$ cat src/pkg/opo_pkg.sv
/*
   Register map, field layout, reset values and types for the eight-pin output
   port with timer and oscillator clock outputs.
   Assumes a 32-bit AHB-Lite register bus and one system clock.
*/
package opo_pkg;

   // Printed offsets are not word aligned: they are register indices
   localparam logic [15:0] IDX_CLOCK_OUT_CONTROL    = 16'hFF06;
   localparam logic [15:0] IDX_LOW_GROUP_FLOAT      = 16'hFF30;
   localparam logic [15:0] IDX_LOW_GROUP_DATA       = 16'hFF31;
   localparam logic [15:0] IDX_HIGH_GROUP_FLOAT     = 16'hFF32;
   localparam logic [15:0] IDX_HIGH_GROUP_DATA      = 16'hFF33;
   localparam logic [15:0] IDX_TIMER_OUT_PRESCALER  = 16'hFFC1;
   // Own register: slow oscillator rate selection
   localparam logic [15:0] IDX_SLOW_RATE            = 16'hFFC2;

   localparam logic [17:0] ADDR_SHIFT_ZERO = 18'h00000;

   // Field positions
   localparam int unsigned FOFQ_LO_BIT    = 0;
   localparam int unsigned FOFQ_HI_BIT    = 1;
   localparam int unsigned OSC_EN_BIT     = 3;
   localparam int unsigned PSC0_BIT       = 0;
   localparam int unsigned PSC1_BIT       = 1;
   localparam int unsigned TIMER_CLOCK_OUT_EN_BIT    = 2;
   localparam int unsigned TIMER_OUT_CHANNEL_SEL_BIT      = 3;

   // Reset values
   localparam logic [3:0] DATA_RESET  = 4'hF;
   localparam logic [3:0] FLOAT_RESET = 4'h0;
   localparam logic [3:0] CTRL_RESET  = 4'h0;
   localparam logic [1:0] RATE_RESET  = 2'h0;

   // Writable bit masks; other positions read zero
   localparam logic [3:0] MASK_CLOCK_OUT = 4'hB;
   localparam logic [3:0] MASK_HIGH_FLT  = 4'h1;
   localparam logic [3:0] MASK_FULL      = 4'hF;
   localparam logic [1:0] MASK_RATE      = 2'h3;

   // Frequency select codes
   localparam logic [1:0] FQ_FAST   = 2'h3;
   localparam logic [1:0] FQ_SLOW   = 2'h2;
   localparam logic [1:0] FQ_DIV_LO = 2'h1;

   // Slow oscillator rates: 0 = 32.768 kHz, 1 = 76.8 kHz, 2 = 153.6 kHz
   localparam logic [1:0] RATE_32K  = 2'h0;
   localparam logic [1:0] RATE_76K  = 2'h1;

   // Divider tap index k selects slow/2^k; index 0 selects slow/256
   localparam logic [2:0] TAP_8   = 3'h3;
   localparam logic [2:0] TAP_16  = 3'h4;
   localparam logic [2:0] TAP_32  = 3'h5;
   localparam logic [2:0] TAP_64  = 3'h6;
   localparam logic [2:0] TAP_128 = 3'h7;
   localparam int unsigned DIV_W  = 8;

   localparam logic [1:0] HTRANS_NONSEQ = 2'h2;
   localparam logic [2:0] HSIZE_WORD    = 3'h2;

   typedef struct packed
   {
      logic       osc_en;
      logic [1:0] freq_sel;
      logic       timer_en;
      logic       chan_sel;
      logic [1:0] psc_sel;
      logic [1:0] slow_rate;
   } opo_ctrl_t;

   typedef struct packed
   {
      logic [7:0] level;
      logic [7:0] drive_en;
   } opo_pins_t;

endpackage

$ cat src/opo_port.sv
/*
   Eight-pin output port with timer clock on pin two and oscillator clock on
   pin three, registers reached over AHB-Lite.
   Assumes all clock sources arrive asynchronously to mclk and are slower than
   half of mclk; they are sampled, so pin clocks carry mclk-quantised edges.
*/
// Added by the designer: the AHB-Lite slave port.
// Overview of operation
// - Reset: data ones, float zeros, pins high
// - Float bit one floats pin, else drive
// - DC output follows data; reads return stored
// - Data zero forces clock pin low
// - Timer clock on pin two when enabled
// - Channel select picks timer one or zero
// - Oscillator clock on pin three when enabled
// - Codes: fast, slow, slow/8, slow/64 at 32k
// - 76.8k/153.6k divide by 16/32, 128/256
// - Float bit overrides selected clock output
// - Four low float bits, one shared high
// - Two prescaler source bits: fast or slow
// - Unused bits read zero, ignore writes
`timescale 1ns/100ps
module opo_port
(
   // System
   input  wire logic        mclk,
   input  wire logic        rst,
   // AHB-Lite slave
   input  wire logic        hsel,
   input  wire logic [31:0] haddr,
   input  wire logic [1:0]  htrans,
   input  wire logic        hwrite,
   input  wire logic [2:0]  hsize,
   input  wire logic        hready,
   input  wire logic [31:0] hwdata,
   output logic      [31:0] hrdata,
   output logic             hreadyout,
   output logic             hresp,
   // Clock sources
   input  wire logic        timer0_clock,
   input  wire logic        timer1_clock,
   input  wire logic        slow_osc_clock,
   input  wire logic        fast_osc_clock,
   // Prescaler source selects to the timer
   output logic             prescaler0_source_sel,
   output logic             prescaler1_source_sel,
   // Pins
   output logic      [7:0]  pin_out,
   output logic      [7:0]  pin_oe
);

   // Register state
   logic [3:0] low_group_data,  next_low_group_data;
   logic [3:0] low_group_float, next_low_group_float;
   logic [3:0] high_group_data, next_high_group_data;
   logic       high_group_float, next_high_group_float;
   opo_pkg::opo_ctrl_t ctrl, next_ctrl;
   // Bus data-phase state
   logic        wr_pend,  next_wr_pend;
   logic [15:0] wr_idx,   next_wr_idx;
   logic [31:0] rdata,    next_rdata;

   function automatic logic [15:0] word_index(input logic [31:0] a);
      word_index = a[17:2];
   endfunction

   function automatic logic [3:0] read_reg(input logic [15:0] idx,
                                           input logic [3:0] ld, input logic [3:0] lf,
                                           input logic [3:0] hd, input logic hf,
                                           input opo_pkg::opo_ctrl_t c);
      unique case (idx)
         opo_pkg::IDX_CLOCK_OUT_CONTROL:   read_reg = {c.osc_en, 1'b0, c.freq_sel};
         opo_pkg::IDX_LOW_GROUP_FLOAT:     read_reg = lf;
         opo_pkg::IDX_LOW_GROUP_DATA:      read_reg = ld;
         opo_pkg::IDX_HIGH_GROUP_FLOAT:    read_reg = {3'h0, hf};
         opo_pkg::IDX_HIGH_GROUP_DATA:     read_reg = hd;
         opo_pkg::IDX_TIMER_OUT_PRESCALER: read_reg = {c.chan_sel, c.timer_en, c.psc_sel};
         opo_pkg::IDX_SLOW_RATE:           read_reg = {2'h0, c.slow_rate};
         default:                          read_reg = 4'h0;
      endcase
   endfunction

   logic addr_phase;
   assign addr_phase = hsel && hready && htrans == opo_pkg::HTRANS_NONSEQ;

   always_comb
   begin
      next_low_group_data   = low_group_data;
      next_low_group_float  = low_group_float;
      next_high_group_data  = high_group_data;
      next_high_group_float = high_group_float;
      next_ctrl             = ctrl;
      next_wr_pend          = addr_phase && hwrite;
      next_wr_idx           = word_index(haddr);
      next_rdata            = 32'h0000_0000;
      if (addr_phase && !hwrite)
      begin
         next_rdata[3:0] = read_reg(word_index(haddr), low_group_data, low_group_float,
                                    high_group_data, high_group_float, ctrl);
      end
      if (wr_pend)
      begin
         unique case (wr_idx)
            opo_pkg::IDX_CLOCK_OUT_CONTROL:
            begin
               next_ctrl.osc_en   = hwdata[opo_pkg::OSC_EN_BIT];
               next_ctrl.freq_sel = {hwdata[opo_pkg::FOFQ_HI_BIT], hwdata[opo_pkg::FOFQ_LO_BIT]};
            end
            opo_pkg::IDX_LOW_GROUP_FLOAT:  next_low_group_float  = hwdata[3:0];
            opo_pkg::IDX_LOW_GROUP_DATA:   next_low_group_data   = hwdata[3:0];
            opo_pkg::IDX_HIGH_GROUP_FLOAT: next_high_group_float = hwdata[0];
            opo_pkg::IDX_HIGH_GROUP_DATA:  next_high_group_data  = hwdata[3:0];
            opo_pkg::IDX_TIMER_OUT_PRESCALER:
            begin
               next_ctrl.chan_sel = hwdata[opo_pkg::TIMER_OUT_CHANNEL_SEL_BIT];
               next_ctrl.timer_en = hwdata[opo_pkg::TIMER_CLOCK_OUT_EN_BIT];
               next_ctrl.psc_sel  = {hwdata[opo_pkg::PSC1_BIT], hwdata[opo_pkg::PSC0_BIT]};
            end
            opo_pkg::IDX_SLOW_RATE:        next_ctrl.slow_rate = hwdata[1:0] & opo_pkg::MASK_RATE;
            default:                       next_ctrl = ctrl;
         endcase
      end
   end

   always_ff @(posedge mclk)
   begin
      if (rst)
      begin
         low_group_data   <= opo_pkg::DATA_RESET;
         high_group_data  <= opo_pkg::DATA_RESET;
         low_group_float  <= opo_pkg::FLOAT_RESET;
         high_group_float <= 1'b0;
         ctrl             <= '0;
         wr_pend          <= 1'b0;
         wr_idx           <= 16'h0000;
         rdata            <= 32'h0000_0000;
      end
      else
      begin
         low_group_data   <= next_low_group_data;
         high_group_data  <= next_high_group_data;
         low_group_float  <= next_low_group_float;
         high_group_float <= next_high_group_float;
         ctrl             <= next_ctrl;
         wr_pend          <= next_wr_pend;
         wr_idx           <= next_wr_idx;
         rdata            <= next_rdata;
      end
   end

   assign hrdata    = rdata;
   assign hreadyout = 1'b1;
   assign hresp     = 1'b0;
   assign prescaler0_source_sel = ctrl.psc_sel[0];
   assign prescaler1_source_sel = ctrl.psc_sel[1];

   // Two-flop synchronisers for all asynchronous clock sources
   logic [3:0] src_meta, src_sync, src_prev;
   logic [3:0] next_src_prev;
   always_ff @(posedge mclk)
   begin
      if (rst)
      begin
         src_meta <= 4'h0;
         src_sync <= 4'h0;
         src_prev <= 4'h0;
      end
      else
      begin
         src_meta <= {fast_osc_clock, slow_osc_clock, timer1_clock, timer0_clock};
         src_sync <= src_meta;
         src_prev <= next_src_prev;
      end
   end
   assign next_src_prev = src_sync;

   logic t0_s, t1_s, slow_s, fast_s, slow_rise;
   assign {fast_s, slow_s, t1_s, t0_s} = src_sync;
   assign slow_rise = slow_s && !src_prev[2];

   // Slow clock divider; each bit k toggles at slow/2^(k+1)
   logic [opo_pkg::DIV_W-1:0] div_cnt, next_div_cnt;
   assign next_div_cnt = slow_rise ? div_cnt + 8'h01 : div_cnt;

   function automatic logic [2:0] div_tap(input logic [1:0] rate, input logic lo);
      if (rate == opo_pkg::RATE_32K)
         div_tap = lo ? opo_pkg::TAP_8  : opo_pkg::TAP_64;
      else if (rate == opo_pkg::RATE_76K)
         div_tap = lo ? opo_pkg::TAP_16 : opo_pkg::TAP_128;
      else
         div_tap = lo ? opo_pkg::TAP_32 : 3'h0;
   endfunction

   // Source selection for the oscillator output
   logic osc_src, tmr_src;
   logic [2:0] tap;
   always_comb
   begin
      tap = div_tap(ctrl.slow_rate, ctrl.freq_sel == opo_pkg::FQ_DIV_LO);
      unique case (ctrl.freq_sel)
         opo_pkg::FQ_FAST: osc_src = fast_s;
         opo_pkg::FQ_SLOW: osc_src = slow_s;
         default:
         begin
            // slow/256 uses the top counter bit
            if (tap == 3'h0)
               osc_src = div_cnt[opo_pkg::DIV_W-1];
            else
               osc_src = div_cnt[tap - 3'h1];
         end
      endcase
      tmr_src = ctrl.chan_sel ? t1_s : t0_s;
   end

   // Enables change only while the selected source is high: an off pin idles high,
   // so switching then never cuts a low or high phase short
   logic osc_gate, next_osc_gate, tmr_gate, next_tmr_gate;
   assign next_osc_gate = osc_src ? ctrl.osc_en : osc_gate;
   assign next_tmr_gate = tmr_src ? ctrl.timer_en : tmr_gate;

   always_ff @(posedge mclk)
   begin
      if (rst)
      begin
         div_cnt  <= 8'h00;
         osc_gate <= 1'b0;
         tmr_gate <= 1'b0;
      end
      else
      begin
         div_cnt  <= next_div_cnt;
         osc_gate <= next_osc_gate;
         tmr_gate <= next_tmr_gate;
      end
   end

   // Pin levels; gated clock is high when off so the pin idles high
   opo_pkg::opo_pins_t pins, next_pins;
   always_comb
   begin
      next_pins.level    = {high_group_data, low_group_data};
      next_pins.level[2] = low_group_data[2] && (tmr_gate ? tmr_src : 1'b1);
      next_pins.level[3] = low_group_data[3] && (osc_gate ? osc_src : 1'b1);
      next_pins.drive_en = ~{{4{high_group_float}}, low_group_float};
   end

   always_ff @(posedge mclk)
   begin
      if (rst)
      begin
         pins.level    <= 8'hFF;
         pins.drive_en <= 8'hFF;
      end
      else
      begin
         pins <= next_pins;
      end
   end

   assign pin_out = pins.level;
   assign pin_oe  = pins.drive_en;

endmodule

$ cat config.mk
export PLATFORM = sky130hd
export DESIGN_NAME = opo_port
export DESIGN_NICKNAME = d
export VERILOG_FILES = /design/src/pkg/opo_pkg.sv /design/src/opo_port.sv
export SDC_FILE = /design/constraint.sdc
export NUM_CORES = 1
export LEC_CHECK = 0
export BUFFER_PORTS_ARGS = -buffer_cell sky130_fd_sc_hd__buf_4
export CELL_PAD_IN_SITES_DETAIL_PLACEMENT = 1
export CELL_PAD_IN_SITES_GLOBAL_PLACEMENT = 2
export CORE_MARGIN = 2
export CORE_UTILIZATION = 30
export DETAILED_ROUTE_END_ITERATION = 16
export PLACE_DENSITY = 0.81
export RECOVER_POWER = 50
export SLEW_MARGIN = 20
export SYNTH_ARGS = -nofsm -noshare
export SYNTH_HDL_FRONTEND = slang
export SYNTH_SLANG_ARGS = --single-unit
$ cat constraint.sdc
create_clock -name mclk -period 6 [get_ports mclk]
set_input_delay 0.9 -clock mclk [delete_from_list [all_inputs] [get_ports mclk]]
set_output_delay 0.9 -clock mclk [all_outputs]
set_load 0.02 [all_outputs]
==> results by group <==
Synthesis
  • Cell Area, Synth: about 3200 µm²
  • Synth top area share: 0.468
  • Cell count after synthesis: 330
  • Yosys reg bits: between 70 and 80
  • Yosys warnings: 0
  • Synth top area cells: dfxtp_1, mux2i_1, buf_4
  • Register area share after synthesis: 0.468
  • Number of flops mapped to enable cells by yosys: 0
  • Ys async rst share: 0
  • Unique cell type count in the Yosys netlist: 51
  • Syn Area/Cell: approximately 9.7 µm²
  • Post-synth top area cell: dfxtp_1
  • Post-synth top flop: dfxtp_1

Finish
  • Final nets: about 460
  • Final Instance Area: 3790 µm²
  • Share of cells above drive strength 1: 0.199
  • Commonest non-fill, non-tap cell in the layout: dfxtp_1
  • Area growth syn-to-layout: 17.9%
  • Ant diodes: 0
  • Commonest cells after routing, fill and taps aside: dfxtp_1, buf_4, nor2_1

Clock network
  • Skew-Pair Late Insertion Delay: about 0.35 ns
  • CTS Sinks: 75
  • Resize count post-CTS: 0
  • CTS H-tree lvls: 3
  • Clk buf depth: 2
  • CTS tree: done
  • Root buf cell: clkbuf_8
  • Cts hold-fix bufs: 0
  • Num CTS Buffers: 9
  • Clock-pin slew on the worst setup and hold paths: 0.08 ns
  • Post-CTS setup buffer count: 0

Worst setup path
  • CP Class: input pin to flop
  • Crit end category: flop
  • Critical Path RT: roughly 6.2 ns
  • Arrival @ worst endpoint: 4.04 ns
  • Crit path max fanout: 57
  • Critical path launch point type: input pin

Floorplanning
  • Initial Util: 0.310
  • Die Span X: between 100 and 150 µm
  • Num ports: 130
  • Total core area: 10400 µm²
  • Die Ht: between 100 and 150 µm
  • Row Count: 37
  • Area of the die: 11500 µm²

Global route
  • Initial antenna violation count: 0
  • Tot GR Track Use: 0.132
  • Vias in the first global route: around 2300
  • Global-route wire length before repair: 11800 µm
  • Total grt overflow: 0
  • Largest net degree at the start of global routing: a little under 60

STA
  • Clk_skew: 0.00556 ns
  • Final TNS setup: 0 ns
  • Final hold vios: 0
  • Setup violations, final: 0
  • Min cycle time layout: 3.82 ns
  • Rel. slew slack: -0.605
  • Highest Clock Rate: ~260 MHz
  • Pins Over Slew Limit: 58
  • Worst-margin pin slew: 2.41 ns
  • RSZ-0062 raised after global routing: false
  • Crit share post-route: 0.636

Detailed routing
  • Remaining DRCs: 0
  • WL met1: 3180 µm
  • Vias: between 2000 and 2500
  • Top layer in use: met4
  • Number of DRC markers in iteration 0: 37
  • WL met3: 421 µm
  • Total Wirelength: between 7000 and 8000 µm
  • Wire length on met2: 3450 µm
  • Antenna viol nets, final: 0
  • Wirelength per Cell: 13.9 µm
  • Detailed Routing Iterations Pass 1: 4
  • Vias per cell: 4.50

Power
  • Clock power frac: 0.434
  • Int Pwr: 0.785 mW
  • Switch share: 0.223
  • Comb pwr share: 0.061
  • Net Sw Power: 0.225 mW
  • LEAKAGE: ~1.6 nW
  • Max IR drop VDD: between 90 and 100 µV
  • Sequential Power Share: 0.505
  • Pwr dens: 267 nW/µm²

Outcome
  • Failing checks: capacitance limit, slew limit
  • Status: finished, violations left

Job
  • Max-Cap Viols: 1

Placement
  • Placed Area: 3580 µm²
  • PortBufs: 52
  • GPL Wtd Cong: 0.741
  • Hpwl dp: 5270 µm

Hold path
  • Worst Hold Class: flop to flop
==> final timing paths <==
path	slack, ns	startpoint	end	cells past startpoint
hold / removal	0.41	low_group_float[0]	pin_oe[0]	1
hold reg to reg	0.41	low_group_float[0]	pin_oe[0]	1
setup / recovery	2.18	rst	osc_gate	4
setup reg to reg	3.19	ctrl[0]	pin_out[3]	9
==> power groups by stage <==
stage	Clock [mW]	Sequential (mW)	Combinational, mW
finish	0.438	0.511	0.0614
global route	0.475	0.511	0.0678
CTS	0.451	0.510	0.0619
detailed placement	0	0.522	0.0617
global placement	0	0.522	0.0609
floorplan	0	0.521	0.0526
==> critical path, cell delays in order <==
cell	delay [ns]
clkbuf_1	1.68
inv_1	0.91
o311ai_1	0.39
o41ai_1	0.13
==> synthesized netlist by cell type (all sizes together) (6+ instances only) <==
cell type	instances
mux2i	26
or2	6
nand3	9
nor2	32
buf	36
dfxtp	75
nand2	28
nor3	8
clkbuf	9
nor2b	29
==> kinds of logic (layout without fill, tap and decap cells) <==
group / count (synthesis) / count (layout) / synth area share
buffers and inverters: 47 / 70 / 0.0943
other: 2 / 30 / 0.00234
adder cells (fa/ha/maj): 4 / 4 / 0.0156
flip-flops: 75 / 75 / 0.468
XOR/XNOR: 7 / 7 / 0.0191
AND/OR/NAND/NOR: 142 / 142 / 0.237
AO/OA/AOI/OAI: 24 / 24 / 0.0612
multiplexers: 29 / 29 / 0.103
==> registers in the layout (all words and copies together) (netlist names) <==
name	cells
high_group_float	1
prescaler1_source_sel	1
prescaler0_source_sel	1
wr_idx	16
pin_out	8
low_group_float	4
tmr_gate	1
hrdata	4
high_group_data	4
div_cnt	8
src_meta	4
low_group_data	4
src_prev	1
wr_pend	1
osc_gate	1
next_src_prev	4
ctrl	7
pin_oe	5
==> final cells by class <==
class / instances / area [µm²]
Clock buffer: 12 / 155
Clock inverter: 4 / 72.6
Fill cell: 1198 / 6580
Inverter: 2 / 7.51
Multi-Input combinational cell: 236 / 1510
Sequential cell: 75 / 1500
Tap cell: 136 / 170
Timing Repair Buffer: 52 / 368
==> through the flow <==
step | setup WS [ns] | total power, mW | hold slack [ns] | std cells | utilization
6_report | 2.18 | 1.01 | 0.407 | 517 | 0.365
2_1_floorplan | 3.47 | 0.573 | 0.367 | 358 | -
4_1_cts | 3.18 | 1.02 | 0.408 | 517 | 0.367
3_3_place_gp | 3.00 | 0.582 | 0.389 | 501 | 0.345
3_5_place_dp | 3.00 | 0.584 | 0.393 | 501 | 0.345
5_1_grt | 1.74 | 1.05 | 0.431 | 517 | 0.365
==> layer usage <==
layer / up-vias / track usage
met5: - / 0
met4: 0 / 0.0549
met3: 11 / 0.0357
met2: 69 / 0.220
met1: 1093 / 0.161
li1: 1151 / -
No activity file was read; power rests on OpenSTA's default activity.
